==> config.mk <==
export PLATFORM = sky130hd
export DESIGN_NAME = smart_led_serial_tx
export DESIGN_NICKNAME = d
export VERILOG_FILES = /design/src/led_link_pkg.sv /design/src/smart_led_serial_tx.sv
export SDC_FILE = /design/constraint.sdc
export NUM_CORES = 1
export LEC_CHECK = 0
export BUFFER_PORTS_ARGS = -buffer_cell sky130_fd_sc_hd__buf_4
export CAP_MARGIN = 10
export CORE_MARGIN = 2
export CORE_UTILIZATION = 53
export CTS_BUF_LIST = sky130_fd_sc_hd__clkbuf_2 sky130_fd_sc_hd__clkbuf_4 sky130_fd_sc_hd__clkbuf_8
export DETAILED_ROUTE_END_ITERATION = 12
export PLACE_DENSITY = 0.81
export SLEW_MARGIN = 0
export SYNTH_ARGS = -nofsm -noshare
export SYNTH_HDL_FRONTEND = slang
export SYNTH_SLANG_ARGS = --single-unit
export TNS_END_PERCENT = 50
==> constraint.sdc <==
create_clock -name clk_sys -period 6.1 [get_ports clk_sys]
set_input_delay 1.22 -clock clk_sys [delete_from_list [all_inputs] [get_ports clk_sys]]
set_output_delay 1.22 -clock clk_sys [all_outputs]
set_load 0.03 [all_outputs]
==> src/led_link_pkg.sv <==
// shared constants and types for the smart led serial transmitter
package led_link_pkg;

	// ==========================================================
	// register map
	localparam logic [31:0] CTRL_ADDR = 32'hffff_ffd8;
	localparam logic [31:0] DATA_ADDR = 32'hffff_ffdc;

	// ==========================================================
	// protocol figures
	localparam logic [5:0] WORD_NARROW   = 6'h18;
	localparam logic [5:0] WORD_WIDE     = 6'h20;
	localparam logic [6:0] LATCH_PERIODS = 7'h7f;
	localparam logic [4:0] TICK_ONE      = 5'h01;

	// ==========================================================
	// control register layout, low bit last
	typedef struct packed {
		logic       txBusy;
		logic       txFull;
		logic       txHalf;
		logic       txEmpty;
		logic       irqConditionSelect;
		logic [1:0] reserved;
		logic [4:0] oneHighTime;
		logic [4:0] zeroHighTime;
		logic [4:0] bitPeriodMultiplier;
		logic [3:0] queueSizeLog2;
		logic [2:0] tickDividerSelect;
		logic       latchRequest;
		logic       wideMode;
		logic       enable;
	} ctrl_s;

	localparam ctrl_s CTRL_RESET = '0;

	// ==========================================================
	// queue entry and engine states
	typedef struct packed {
		logic        latch;
		logic        wide;
		logic [31:0] word;
	} entry_s;

	typedef enum logic [1:0] {
		ST_IDLE  = 2'b00,
		ST_BIT   = 2'b01,
		ST_LATCH = 2'b11
	} state_e;

	// terminal count of the tick prescaler for each divider select
	function automatic logic [11:0] divTerminal(input logic [2:0] sel);
		case (sel)
			3'h0: divTerminal = 12'h001;
			3'h1: divTerminal = 12'h003;
			3'h2: divTerminal = 12'h007;
			3'h3: divTerminal = 12'h03f;
			3'h4: divTerminal = 12'h07f;
			3'h5: divTerminal = 12'h3ff;
			3'h6: divTerminal = 12'h7ff;
			default: divTerminal = 12'hfff;
		endcase
	endfunction

endpackage

==> src/smart_led_serial_tx.sv <==
// smart led single-wire transmitter with apb registers and word queue
//
// Added by the designer: the APB interface to the registers.
`timescale 1ns/100ps

module smart_led_serial_tx #(
	parameter int DEPTH = 1
) (
	input  wire logic        clk_sys, // 200 MHz system clock
	input  wire logic        reset,   // synchronous, active high
	input  wire logic        clkEn,   // freezes all state when low
	input  wire logic [31:0] paddr,   // apb address
	input  wire logic        psel,    // apb select
	input  wire logic        penable, // apb enable
	input  wire logic        pwrite,  // apb direction
	input  wire logic [31:0] pwdata,  // apb write data
	output logic      [31:0] prdata,  // apb read data
	output logic             pready,  // apb ready
	output logic             pslverr, // apb error on unmapped address
	output logic             ledOut,  // serial line to the led chain
	output logic             irqReq   // one-cycle interrupt request
);

	localparam int AW = (DEPTH > 1) ? $clog2(DEPTH) : 1;
	localparam int CW = $clog2(DEPTH + 1);
	localparam logic [CW-1:0] FULL_LVL = CW'(DEPTH);
	localparam logic [CW-1:0] HALF_LVL = CW'((DEPTH > 1) ? DEPTH / 2 : 1);
	localparam logic [3:0] DEPTH_LOG2 = 4'($clog2(DEPTH));

	// ==========================================================
	// apb slave and control register
	led_link_pkg::ctrl_s ctrlR, ctrlNxt, ctrlView;
	logic [31:0] prdata_r, prdata_nxt;
	logic        pready_r, pready_nxt, pslverr_r, pslverr_nxt;
	logic        access, done, hitCtrl, hitData, wrData;
	logic        confEff, emptyNow, halfNow, fullNow, busyNow;
	logic [CW-1:0] count_r, count_nxt;

	always_comb begin
		access  = psel & penable & ~pready_r;
		done    = psel & penable & pready_r;
		hitCtrl = 1'b0;
		hitData = 1'b0;
		if (paddr == led_link_pkg::CTRL_ADDR) begin
			hitCtrl = 1'b1;
		end else if (paddr == led_link_pkg::DATA_ADDR) begin
			hitData = 1'b1;
		end
		wrData   = done & pwrite & hitData;
		confEff  = (DEPTH == 1) ? 1'b1 : ctrlR.irqConditionSelect;
		emptyNow = count_r == '0;
		halfNow  = count_r >= HALF_LVL;
		fullNow  = count_r == FULL_LVL;
		ctrlView = ctrlR;
		ctrlView.queueSizeLog2      = DEPTH_LOG2;
		ctrlView.irqConditionSelect = confEff;
		ctrlView.txEmpty = emptyNow;
		ctrlView.txHalf  = halfNow;
		ctrlView.txFull  = fullNow;
		ctrlView.txBusy  = busyNow;
		ctrlNxt = ctrlR;
		if (done & pwrite & hitCtrl) begin
			ctrlNxt = pwdata;
			ctrlNxt.queueSizeLog2 = '0;
			ctrlNxt.reserved = '0;
			ctrlNxt.txEmpty = 1'b0;
			ctrlNxt.txHalf  = 1'b0;
			ctrlNxt.txFull  = 1'b0;
			ctrlNxt.txBusy  = 1'b0;
		end
		pready_nxt  = access;
		pslverr_nxt = access & ~(hitCtrl | hitData);
		prdata_nxt  = '0;
		if (access & ~pwrite & hitCtrl) begin
			prdata_nxt = ctrlView;
		end
	end

	always_ff @(posedge clk_sys) begin
		if (reset) begin
			ctrlR     <= led_link_pkg::CTRL_RESET;
			prdata_r  <= '0;
			pready_r  <= 1'b0;
			pslverr_r <= 1'b0;
		end else if (clkEn) begin
			ctrlR     <= ctrlNxt;
			prdata_r  <= prdata_nxt;
			pready_r  <= pready_nxt;
			pslverr_r <= pslverr_nxt;
		end
	end

	assign prdata  = prdata_r;
	assign pready  = pready_r;
	assign pslverr = pslverr_r;

	// ==========================================================
	// transmit queue
	led_link_pkg::entry_s mem_r [DEPTH];
	led_link_pkg::entry_s pushEntry, headEntry;
	logic [AW-1:0] wrPtr_r, wrPtr_nxt, rdPtr_r, rdPtr_nxt;
	logic          push, pop;

	always_comb begin
		push = wrData & ctrlR.enable & ~fullNow;
		pushEntry.latch = ctrlR.latchRequest;
		pushEntry.wide  = ctrlR.wideMode;
		pushEntry.word  = pwdata;
		headEntry = mem_r[rdPtr_r];
		wrPtr_nxt = wrPtr_r;
		rdPtr_nxt = rdPtr_r;
		count_nxt = count_r;
		if (push) begin
			wrPtr_nxt = (wrPtr_r == AW'(DEPTH - 1)) ? '0 : wrPtr_r + 1'b1;
		end
		if (pop) begin
			rdPtr_nxt = (rdPtr_r == AW'(DEPTH - 1)) ? '0 : rdPtr_r + 1'b1;
		end
		count_nxt = count_r + CW'(push) - CW'(pop);
		if (!ctrlR.enable) begin
			wrPtr_nxt = '0;
			rdPtr_nxt = '0;
			count_nxt = '0;
		end
	end

	always_ff @(posedge clk_sys) begin
		if (reset) begin
			wrPtr_r <= '0;
			rdPtr_r <= '0;
			count_r <= '0;
		end else if (clkEn) begin
			wrPtr_r <= wrPtr_nxt;
			rdPtr_r <= rdPtr_nxt;
			count_r <= count_nxt;
			if (push) begin
				mem_r[wrPtr_r] <= pushEntry;
			end
		end
	end

	// ==========================================================
	// serial engine
	led_link_pkg::state_e state_r, state_nxt;
	logic [31:0] shift_r, shift_nxt;
	logic [5:0]  bitsLeft_r, bitsLeft_nxt;
	logic [4:0]  tickCnt_r, tickCnt_nxt, highTime;
	logic [6:0]  periods_r, periods_nxt;
	logic [11:0] presc_r, presc_nxt, divMax;
	logic        led_r, led_nxt, tick, endPeriod;

	always_comb begin
		busyNow   = state_r != led_link_pkg::ST_IDLE;
		pop       = ctrlR.enable & ~busyNow & ~emptyNow;
		divMax    = led_link_pkg::divTerminal(ctrlR.tickDividerSelect);
		tick      = presc_r == divMax;
		endPeriod = tick & (tickCnt_r ==
			5'(ctrlR.bitPeriodMultiplier - led_link_pkg::TICK_ONE));
		state_nxt    = state_r;
		shift_nxt    = shift_r;
		bitsLeft_nxt = bitsLeft_r;
		periods_nxt  = periods_r;
		presc_nxt    = tick ? '0 : presc_r + 1'b1;
		tickCnt_nxt  = tick ? tickCnt_r + 1'b1 : tickCnt_r;
		case (state_r)
			led_link_pkg::ST_IDLE: begin
				presc_nxt   = '0;
				tickCnt_nxt = '0;
				periods_nxt = '0;
				if (pop) begin
					shift_nxt    = headEntry.word;
					bitsLeft_nxt = headEntry.wide ? led_link_pkg::WORD_WIDE
						: led_link_pkg::WORD_NARROW;
					state_nxt = headEntry.latch ? led_link_pkg::ST_LATCH
						: led_link_pkg::ST_BIT;
				end
			end
			led_link_pkg::ST_BIT: begin
				if (endPeriod) begin
					tickCnt_nxt  = '0;
					shift_nxt    = shift_r >> 1;
					bitsLeft_nxt = bitsLeft_r - 1'b1;
					if (bitsLeft_r == 6'h01) begin
						state_nxt = led_link_pkg::ST_IDLE;
					end
				end
			end
			default: begin
				if (endPeriod) begin
					tickCnt_nxt = '0;
					periods_nxt = periods_r + 1'b1;
					if (periods_nxt == led_link_pkg::LATCH_PERIODS) begin
						state_nxt = led_link_pkg::ST_IDLE;
					end
				end
			end
		endcase
		if (!ctrlR.enable) begin
			state_nxt = led_link_pkg::ST_IDLE;
		end
		highTime = shift_nxt[0] ? ctrlR.oneHighTime
			: ctrlR.zeroHighTime;
		led_nxt = (state_nxt == led_link_pkg::ST_BIT)
			& (tickCnt_nxt < highTime);
	end

	always_ff @(posedge clk_sys) begin
		if (reset) begin
			state_r    <= led_link_pkg::ST_IDLE;
			shift_r    <= '0;
			bitsLeft_r <= '0;
			tickCnt_r  <= '0;
			periods_r  <= '0;
			presc_r    <= '0;
			led_r      <= 1'b0;
		end else if (clkEn) begin
			state_r    <= state_nxt;
			shift_r    <= shift_nxt;
			bitsLeft_r <= bitsLeft_nxt;
			tickCnt_r  <= tickCnt_nxt;
			periods_r  <= periods_nxt;
			presc_r    <= presc_nxt;
			led_r      <= led_nxt;
		end
	end

	assign ledOut = led_r;

	// ==========================================================
	// fill-level interrupt
	logic halfPrev_r, emptyPrev_r, irq_r, irq_nxt;

	always_comb begin
		irq_nxt = ctrlR.enable & (confEff ? (emptyNow & ~emptyPrev_r)
			: (~halfNow & halfPrev_r));
	end

	always_ff @(posedge clk_sys) begin
		if (reset) begin
			halfPrev_r  <= 1'b0;
			emptyPrev_r <= 1'b1;
			irq_r       <= 1'b0;
		end else if (clkEn) begin
			halfPrev_r  <= halfNow;
			emptyPrev_r <= emptyNow;
			irq_r       <= irq_nxt;
		end
	end

	assign irqReq = irq_r;

	// ==========================================================
	// checks
	a_disable_line_low: assert property (@(posedge clk_sys) disable iff (reset)
		(clkEn && !ctrlR.enable) |=> !ledOut)
		else $error("line not low after disable");
	a_full_write_drop: assert property (@(posedge clk_sys) disable iff (reset)
		(clkEn && wrData && fullNow && !pop) |=> count_r == $past(count_r))
		else $error("write into full queue changed fill");
	a_push_grows: assert property (@(posedge clk_sys) disable iff (reset)
		(clkEn && push && !pop) |=> count_r == $past(count_r) + 1'b1)
		else $error("data write not queued");
	a_pop_starts: assert property (@(posedge clk_sys) disable iff (reset)
		(clkEn && pop) |=> state_r != led_link_pkg::ST_IDLE)
		else $error("pop did not start engine");
	a_latch_stays_low: assert property (@(posedge clk_sys) disable iff (reset)
		(state_r == led_link_pkg::ST_LATCH)[*2] |-> !ledOut)
		else $error("line high during latch idle");
	a_word_width: assert property (@(posedge clk_sys) disable iff (reset)
		(clkEn && pop && !headEntry.latch) |=>
		bitsLeft_r == ($past(headEntry.wide) ? led_link_pkg::WORD_WIDE
		: led_link_pkg::WORD_NARROW))
		else $error("wrong word width loaded");
	a_irq_cause: assert property (@(posedge clk_sys) disable iff (reset)
		irqReq |-> $past(ctrlR.enable) && ($past(confEff) ?
		$past(emptyNow) : !$past(halfNow)))
		else $error("interrupt without its fill condition");
	a_lsb_first: assert property (@(posedge clk_sys) disable iff (reset)
		(clkEn && ctrlR.enable && state_r == led_link_pkg::ST_BIT
		&& endPeriod) |=> shift_r == ($past(shift_r) >> 1))
		else $error("bits not shifted out low first");
	a_prescaler_bound: assert property (@(posedge clk_sys) disable iff (reset)
		(busyNow && ctrlR.enable) |-> presc_r <= divMax)
		else $error("prescaler past terminal count");

endmodule // smart_led_serial_tx

==> results.tsv, run 1 <==
metric	value	unit
status	finished clean	
core footprint	0.0120	mm²
placed insts	898	
crit path cell chain	o21ai_1, o31a_1, nor4_1, nand4_1, mux2_2, or2_1, or4_1, o31ai_1	
first-pass GRT wire length	26400	µm
Post-DRT Antenna Nets	0	
clock buffer count from CTS	17	
reg2reg path depth	8	
register area share after synthesis	51.3	%
post-synth top area share	35.6	%
per-cell routed wire length	17.5	µm
vias in the first global route	5307	
Worst-path clk slew	80	ps
DRT Pass-1 Iters	6	
Routability Congestion	0.904	
most common cell in the netlist	nor2_1	
predominant post-synthesis flop cell	dfxtp_1	
Worst Path Max Fanout	34	
FF+latch count, synth	150	
max incr delay on CP	630	ps
max frequency	260	MHz
worst path required time	6460	ps
max cap viols	0	
YS warnings	0	
Synth area leaders	dfxtp_1 (36%), edfxtp_1 (16%), nor2_1 (7.7%), mux2i_1 (4.3%), a221oi_1 (4.2%)	
H-tree depth	4	
area leader, netlist	dfxtp_1	
Fin. Hold Viols	0	
share of layout cells above drive strength 1	19.5	%
synth unique cells	56	
Worst Skew	9.96	ps
Avg Inst Size Synth	9.38	µm²
Slew @ Worst Pin	1240	ps
Worst-Skew Late Latency	450	ps
Buffers on Ports	99	
post-detailed-route DRC marker count	0	
Max Transition Viols Final	0	
# IOs	106	
Die W	115	µm
pin count of the biggest net entering global routing	66	
fin area	0.00780	mm²
Max VDD drop	0.000190	V
type of origin of the critical path	register	
die height	115	µm
P_leak	3.05	nW
# clock sinks	150	
gr usage total	25.3	%
most frequent cells after synthesis	nor2_1 (133), dfxtp_1 (116), nor3_1 (43)	
Pwr Density	261	mW/mm²
n_diodes	0	
setup TNS	0	ps
kind of critical path	register to register	
worst min path class	register to register	
initial core utilization	54.3	%
DRT iter0 DRCs	626	
root buffer cell	clkbuf_8	
# Post-CTS Setup Buffers	0	
EDFF count, synth	34	
hold-critical path depth	2	
initial antenna violation count	0	
post_cts resized	0	
fin nets	852	
Post-Place Cell Area	0.00728	mm²
GRT overflow	0	
Slew headroom	17.1	%
Mapped Area	0.00652	mm²
maximum clock path buffer count	2	
Critical Path End Type	register	
TritonCTS clock tree	yes	
RSZ-0062 raised after global routing	false	
CP max-delay cell	or2_1	
Final Power	2.04	mW
drt total wl	16300	µm
fin cells	931	
crit share post-route	63.0	%
drt via density	6.04	
Setup Viol. Count Final	0	
Cell Rows	40	
fin crit period	3840	ps
fillers	931	
Util after Layout	64.9	%
via count	5619	
hpwl dp	10600	µm
Post-synth ARST share	0	%
WP data arrival	4200	ps
die footprint	0.0132	mm²
Post-CTS Hold Fix Bufs	0	
Gate Count Post-Synth	695	
area grow syn2layout	19.7	%
worst max-delay path: cells and delay by family (launching register included):
kind / cells / cell delay [ps]
AOI/OAI and AO/OA: 3 / 390
DFF: 1 / 610
muxes: 1 / 490
and+or+nand+nor: 4 / 2240
path summary, 6_finish.rpt:
kind | startpoint | end | slack [ps]
max | ctrlR[5]$_SDFFE_PP0P_ | bitsLeft_r[1]$_SDFFE_PP0P_ | 2260
min | prdata[31]$_SDFFE_PP0P_ | prdata[31]$_SDFFE_PP0P_ | 470
max reg2reg | ctrlR[5]$_SDFFE_PP0P_ | bitsLeft_r[1]$_SDFFE_PP0P_ | 2260
min reg2reg | prdata[31]$_SDFFE_PP0P_ | prdata[31]$_SDFFE_PP0P_ | 470
flip-flops by register name (all words and copies together) (netlist names):
| signal | flops |
|---|---|
| bitsLeft_r | 6 |
| count_r | 1 |
| ctrlR | 21 |
| emptyPrev_r | 1 |
| irqReq | 1 |
| ledOut | 1 |
| mem_r | 34 |
| periods_r | 7 |
| prdata | 25 |
| pready | 1 |
| presc_r | 12 |
| pslverr | 1 |
| shift_r | 32 |
| state_r | 2 |
| tickCnt_r | 5 |
cell families (layout without fill, tap and decap cells):
kind of cell    after synthesis  count (layout)  share of synthesized area (%)
flops                       150             150                           51.3
simple gates                287             287                           21.0
xor+xnor                     16              16                           2.15
mux                          29              29                           4.47
other cells                   1               6                         0.0575
fa+ha+maj                    11              11                           2.11
buf+inv                      62             146                           4.19
compound gates              139             139                           14.7
cells in the final DEF (no fill, tap or decap), drive strengths merged, types with 18 or more instances in the layout:
cell type	count
nor2	134
dfxtp	116
buf	106
nor3	43
a21oi	34
edfxtp	34
a221oi	31
nand2	30
mux2i	28
a22oi	26
o21ai	25
clkbuf	24
nand3	18
metrics by stage:
step	setup slack [ps]	hold slack [ps]
2_1_floorplan	1010	431
3_3_place_gp	2510	445
3_5_place_dp	2410	453
4_1_cts	2350	473
5_1_grt	1920	498
6_report	2260	472
report_power, final:
group	internal, mW	switching, mW	total [mW]
sequential	1.01	0.000788	1.01
clock	0.586	0.359	0.945
combinational	0.0349	0.0433	0.0782
cell type report:
class                           count  area [µm²]  area share, %
Clock buffer                       24         312           3.99
Clock inverter                      8         193           2.47
Sequential cell                   150        3340           42.9
Multi-Input combinational cell    488        2940           37.6
Timing Repair Buffer              106         803           10.3
Tap cell                          147         184           2.36
Inverter                            8        30.0          0.385
routing by layer:
layer	part of all wire, %	vias up	track usage (%)
li1	-	2660	-
met1	43	2718	34.1
met2	50	220	40.9
met3	6.2	21	5.48
met4	1.2	0	8.03
met5	0	-	0
No activity file was read; power rests on OpenSTA's default activity.
==> run 2: changes to the inputs <==
--- a/config.mk
+++ b/config.mk
@@ -11,7 +11,7 @@
 export CORE_UTILIZATION = 53
 export CTS_BUF_LIST = sky130_fd_sc_hd__clkbuf_2 sky130_fd_sc_hd__clkbuf_4 sky130_fd_sc_hd__clkbuf_8
 export DETAILED_ROUTE_END_ITERATION = 12
-export PLACE_DENSITY = 0.81
+export PLACE_DENSITY = 0.84
 export SLEW_MARGIN = 0
 export SYNTH_ARGS = -nofsm -noshare
 export SYNTH_HDL_FRONTEND = slang
==> constraint.sdc (replaced) <==
create_clock -name clk_sys -period 3.25 [get_ports clk_sys]
set_input_delay 0.65 -clock clk_sys [delete_from_list [all_inputs] [get_ports clk_sys]]
set_output_delay 0.65 -clock clk_sys [all_outputs]
set_load 0.03 [all_outputs]
==> results.tsv, run 2 (synthesized netlist as in run 1, its figures left out) <==
metric	value	unit	change
status	finished clean		
share of layout cells above drive strength 1	23.0	%	+3.5 points
r2r setup slk	150	ps	-2110 ps
initial core utilization	54.3	%	unchanged
drt total wl	16800	µm	+3.5%
gr usage total	25.8	%	+0.54 points
max FFs per register	34		unchanged
CP top delay family	simple AND/OR/NAND/NOR gates		
Die W	115	µm	unchanged
Worst Path Max Fanout	33		-2.9%
vias in the first global route	5530		+4.2%
via count	5737		+2.1%
die height	115	µm	unchanged
setup TNS	0	ps	unchanged
max incr delay on CP	380	ps	-250 ps
hpwl dp	11100	µm	+4.5%
Post-CTS Hold Fix Bufs	0		unchanged
P_leak	3.11	nW	+1.9%
Util after Layout	66.0	%	+1.0 points
type of origin of the critical path	register		
RSZ-0062 raised after global routing	true		
Final WS setup	151	ps	-2110 ps
fin cells	942		+1.2%
n_diodes	0		unchanged
Worst-Skew Late Latency	450	ps	about the same
Worst Path Buf+Inv	4		+4
register with the most flip-flops	mem_r		
Post-Place Cell Area	0.00736	mm²	+1.2%
hold path start	pwdata[26]		
crit share post-route	95.4	%	+32 points
H-tree depth	4		unchanged
R2R Path Start	ctrlR[11]$_SDFFE_PP0P_		
area grow syn2layout	21.6	%	
core footprint	0.0120	mm²	unchanged
Worst Skew	11.8	ps	+1.88 ps
Slew @ Worst Pin	852	ps	-389 ps
TritonCTS clock tree	yes		
# IOs	106		unchanged
worst path required time	3570	ps	-2890 ps
Post-DRT Antenna Nets	0		unchanged
die footprint	0.0132	mm²	unchanged
reg2reg path depth	13		+5
worst r2r dst	shift_r[5]$_SDFFE_PP0P_		
Fin. Hold Viols	0		unchanged
fin crit period	3100	ps	-741 ps
DRT iter0 DRCs	555		-11%
per-cell routed wire length	17.9	µm	+2.3%
Routability Congestion	0.896		-0.86%
Setup WS pre-CTS	48.8	ps	-2360 ps
pin count of the biggest net entering global routing	82		+24%
maximum clock path buffer count	2		unchanged
clock buffer count from CTS	17		unchanged
drt via density	6.09		+0.91%
Final Power	3.53	mW	+73%
WP data arrival	3420	ps	-780 ps
first-pass GRT wire length	26900	µm	+2.2%
max cap viols	0		unchanged
kind of critical path	register to register		
hold-critical path depth	1		-1
fin nets	863		+1.3%
post-detailed-route DRC marker count	0		unchanged
Setup Viol. Count Final	0		unchanged
Pwr Density	446	mW/mm²	+71%
WHS Endpoint	mem_r[0][26]$_DFFE_PP_		
crit path cell chain	inv_2, ha_4, xnor2_2, xnor2_2, nor4_4, nand4_1, buf_4, buf_4, mux2_2, or2_1, buf_6, a221oi_1, nor3_1		
root buffer cell	clkbuf_8		
fin area	0.00792	mm²	+1.6%
CP max-delay cell	nor4_4		
initial antenna violation count	0		unchanged
placed insts	905		+0.78%
Max Transition Viols Final	0		unchanged
DRT Pass-1 Iters	5		-1
Max VDD drop	0.000296	V	+56%
Slew headroom	43.2	%	+26 points
GRT overflow	0		unchanged
Hold WS	371	ps	-101 ps
most frequent cells in the layout	nor2_1 (130), buf_4 (114), dfxtp_1 (111)		
commonest non-fill, non-tap cell in the layout	nor2_1		
Cell Rows	40		unchanged
# clock sinks	150		unchanged
Worst-path clk slew	80	ps	about the same
worst min path class	input pin to register		
Critical Path End Type	register		
Buffers on Ports	99		unchanged
max frequency	323	MHz	+24%
run 2: final cells by class:
cell class,count,area [µm²]
Inverter,8,30.0
Clock buffer,22,284
Clock inverter,10,130
Sequential cell,150,3350
Fill cell,902,4090
Timing Repair Buffer,117,907
Tap cell,147,184
Multi-Input combinational cell,488,3040
run 2: repair_timing:
item                       4_1_cts  5_1_grt
buffers inserted                 0        5
gates resized for setup          1       28
gates cloned                     0        0
setup endpoints to repair        1       31
pin swaps                        2       12
run 2: worst max path at each step:
stage / from / end / depth (start not counted)
finish: ctrlR[11]$_SDFFE_PP0P_ / shift_r[5]$_SDFFE_PP0P_ / 13
global route: ctrlR[11]$_SDFFE_PP0P_ / ledOut$_SDFFE_PP0P_ / 16
CTS: ctrlR[11]$_SDFFE_PP0P_ / ledOut$_SDFFE_PP0P_ / 17
detailed placement: ctrlR[11]$_SDFFE_PP0P_ / ledOut$_SDFFE_PP0P_ / 17
global placement: ctrlR[11]$_SDFFE_PP0P_ / ledOut$_SDFFE_PP0P_ / 17
floorplan: paddr[5] / mem_r[0][0]$_DFFE_PP_ / 5
run 2: layer usage:
layer / vias to the layer above / global-route usage (%) / part of all wire, %
met5: - / 0 / 0
met4: 0 / 10.8 / 2.3
met3: 42 / 6.22 / 6.8
met2: 245 / 43.3 / 50
met1: 2757 / 32.0 / 41
li1: 2693 / - / -
run 2: power by group:
part | leakage [nW] | internal (mW) | switching, mW
Clock | 0.214 | 0.819 | 0.664
Combinational | 1.65 | 0.0667 | 0.0816
Sequential | 1.25 | 1.90 | 0.00170
Total | 3.11 | 2.79 | 0.748
==> run 3: changes to the inputs <==
--- a/config.mk
+++ b/config.mk
@@ -11,7 +11,7 @@
 export CORE_UTILIZATION = 53
 export CTS_BUF_LIST = sky130_fd_sc_hd__clkbuf_2 sky130_fd_sc_hd__clkbuf_4 sky130_fd_sc_hd__clkbuf_8
 export DETAILED_ROUTE_END_ITERATION = 12
-export PLACE_DENSITY = 0.84
+export PLACE_DENSITY = 0.81
 export SLEW_MARGIN = 0
 export SYNTH_ARGS = -nofsm -noshare
 export SYNTH_HDL_FRONTEND = slang
==> constraint.sdc (replaced) <==
create_clock -name clk_sys -period 3.2 [get_ports clk_sys]
set_input_delay 0.64 -clock clk_sys [delete_from_list [all_inputs] [get_ports clk_sys]]
set_output_delay 0.64 -clock clk_sys [all_outputs]
set_load 0.03 [all_outputs]
==> results.tsv, run 3 (synthesized netlist as in run 1, its figures left out) <==
metric	value	unit	change
status	finished clean		
max cap viols	0		unchanged
WP data arrival	3450	ps	+30 ps
worst path required time	3580	ps	about the same
Post-Place Cell Area	0.00738	mm²	+0.20%
Slew @ Worst Pin	784	ps	-68.9 ps
max frequency	325	MHz	+0.88%
max FFs per register	34		unchanged
RSZ-0062 raised after global routing	true		
share of layout cells above drive strength 1	22.0	%	-0.98 points
die footprint	0.0132	mm²	unchanged
per-cell routed wire length	17.6	µm	-1.9%
Final Power	3.51	mW	-0.69%
Slew headroom	47.8	%	+4.6 points
placed insts	907		+0.22%
fin area	0.00786	mm²	-0.76%
Critical Path End Type	register		
die height	115	µm	unchanged
TritonCTS clock tree	yes		
vias in the first global route	5261		-4.9%
commonest non-fill, non-tap cell in the layout	nor2_1		
drt total wl	16500	µm	-2.0%
DRT iter0 DRCs	588		+5.9%
first-pass GRT wire length	25900	µm	-3.7%
most frequent cells in the layout	nor2_1 (130), dfxtp_1 (114), buf_4 (114)		
# IOs	106		unchanged
crit share post-route	96.0	%	+0.65 points
Worst-path clk slew	90	ps	about the same
Die W	115	µm	unchanged
Max VDD drop	0.000282	V	-4.8%
gr usage total	25.0	%	-0.85 points
H-tree depth	4		unchanged
post-detailed-route DRC marker count	0		unchanged
kind of critical path	register to register		
initial core utilization	54.3	%	unchanged
register with the most flip-flops	mem_r		
GRT overflow	0		unchanged
Worst-Skew Late Latency	440	ps	about the same
fin nets	862		-0.12%
pin count of the biggest net entering global routing	73		-11%
Buffers on Ports	99		unchanged
drt via density	6.01		-1.4%
root buffer cell	clkbuf_8		
area grow syn2layout	20.7	%	
fin cells	941		-0.11%
Pwr Density	446	mW/mm²	about the same
fillers	933		+3.4%
Cell Rows	40		unchanged
hpwl dp	11100	µm	+0.11%
DRT Pass-1 Iters	6		+1
Post-CTS Hold Fix Bufs	0		unchanged
Worst Skew	12.4	ps	+0.583 ps
fin crit period	3070	ps	-26.9 ps
Post-DRT Antenna Nets	0		unchanged
core footprint	0.0120	mm²	unchanged
Fin. Hold Viols	0		unchanged
n_diodes	0		unchanged
via count	5652		-1.5%
Setup Viol. Count Final	0		unchanged
initial antenna violation count	0		unchanged
Worst Path Max Fanout	4		-88%
maximum clock path buffer count	2		unchanged
Routability Congestion	0.871		-2.8%
worst min path class	input pin to register		
# clock sinks	150		unchanged
Util after Layout	65.5	%	-0.50 points
type of origin of the critical path	register		
clock buffer count from CTS	17		unchanged
P_leak	3.06	nW	-1.7%
Max Transition Viols Final	0		unchanged
[run 3: changes by cell type in the layout (fill, tap and decap cells not counted), sizes merged]
| cell | previous run | this run |
|---|---|---|
| buf | 117 | 116 |
| clkbuf | 22 | 18 |
| inv | 7 | 13 |
| clkinvlp | 1 | 4 |
| bufinv | 3 | 1 |
| clkinv | 7 | 4 |
[run 3: layer usage]
layer | vias up | GRT usage, % | share of wire, % | wire length [µm]
li1 | 2683 | - | - | -
met1 | 2699 | 31.8 | 42 | 7000
met2 | 244 | 42.7 | 50 | 8200
met3 | 26 | 5.54 | 6.6 | 1090
met4 | 0 | 7.63 | 1.4 | 235
met5 | - | 0 | 0 | 0
[run 3: final cells by class]
| type | count | area (µm²) | share of cell area, % |
|---|---|---|---|
| Clock buffer | 18 | 248 | 3.15 |
| Clock inverter | 14 | 141 | 1.80 |
| Inverter | 8 | 30.0 | 0.382 |
| Multi-Input combinational cell | 488 | 3020 | 38.4 |
| Sequential cell | 150 | 3350 | 42.6 |
| Tap cell | 147 | 184 | 2.34 |
| Timing Repair Buffer | 116 | 896 | 11.4 |
[run 3: path summary, 6_finish.rpt]
kind | cells after the start | startpoint | slack [ps] | to
max | 18 | ctrlR[11]$_SDFFE_PP0P_ | 130 | ledOut$_SDFFE_PP0P_
max reg2reg | 18 | ctrlR[11]$_SDFFE_PP0P_ | 130 | ledOut$_SDFFE_PP0P_
min | 1 | pwdata[7] | 370 | mem_r[0][7]$_DFFE_PP_
min reg2reg | 2 | shift_r[31]$_SDFFE_PP0P_ | 460 | shift_r[31]$_SDFFE_PP0P_
[run 3: per-stage QoR]
stage | setup WS, ps | hold WS, ps | TNS [ps]
6_report | 128 | 368 | 0
2_1_floorplan | 200 | 431 | 0
5_1_grt | -106 | 343 | -106
3_3_place_gp | 198 | 446 | 0
4_1_cts | 11.3 | 348 | 0
3_5_place_dp | -33.7 | 452 | -33.7
[run 3: critical path, cell delays in order (launching register included)]
cell and delay [ps]:
dfxtp_4 370, inv_1 70, ha_4 280, xor2_2 130
nand2_1 100, nor4_4 370, nand4_1 210, nand3_2 160
o211ai_4 110, buf_4 180, mux2i_1 120, ha_1 190
a21oi_1 140, nor2b_1 60, o21ai_1 110, nand2_1 70
nor2_2 110, o21ai_0 120, o21ai_1 130
[run 3: power breakdown]
group	switching (mW)	internal, mW	total [mW]
Combinational	0.0829	0.0704	0.153
Clock	0.769	0.655	1.42
Sequential	0.00218	1.93	1.93
[run 3: what timing repair did]
item | 4_1_cts | 5_1_grt
hold endpoints to repair | 0 | 0
resized for setup | 2 | 15
setup endpoints to repair | 1 | 9
pin swaps | 0 | 5
buffers inserted | 0 | 2
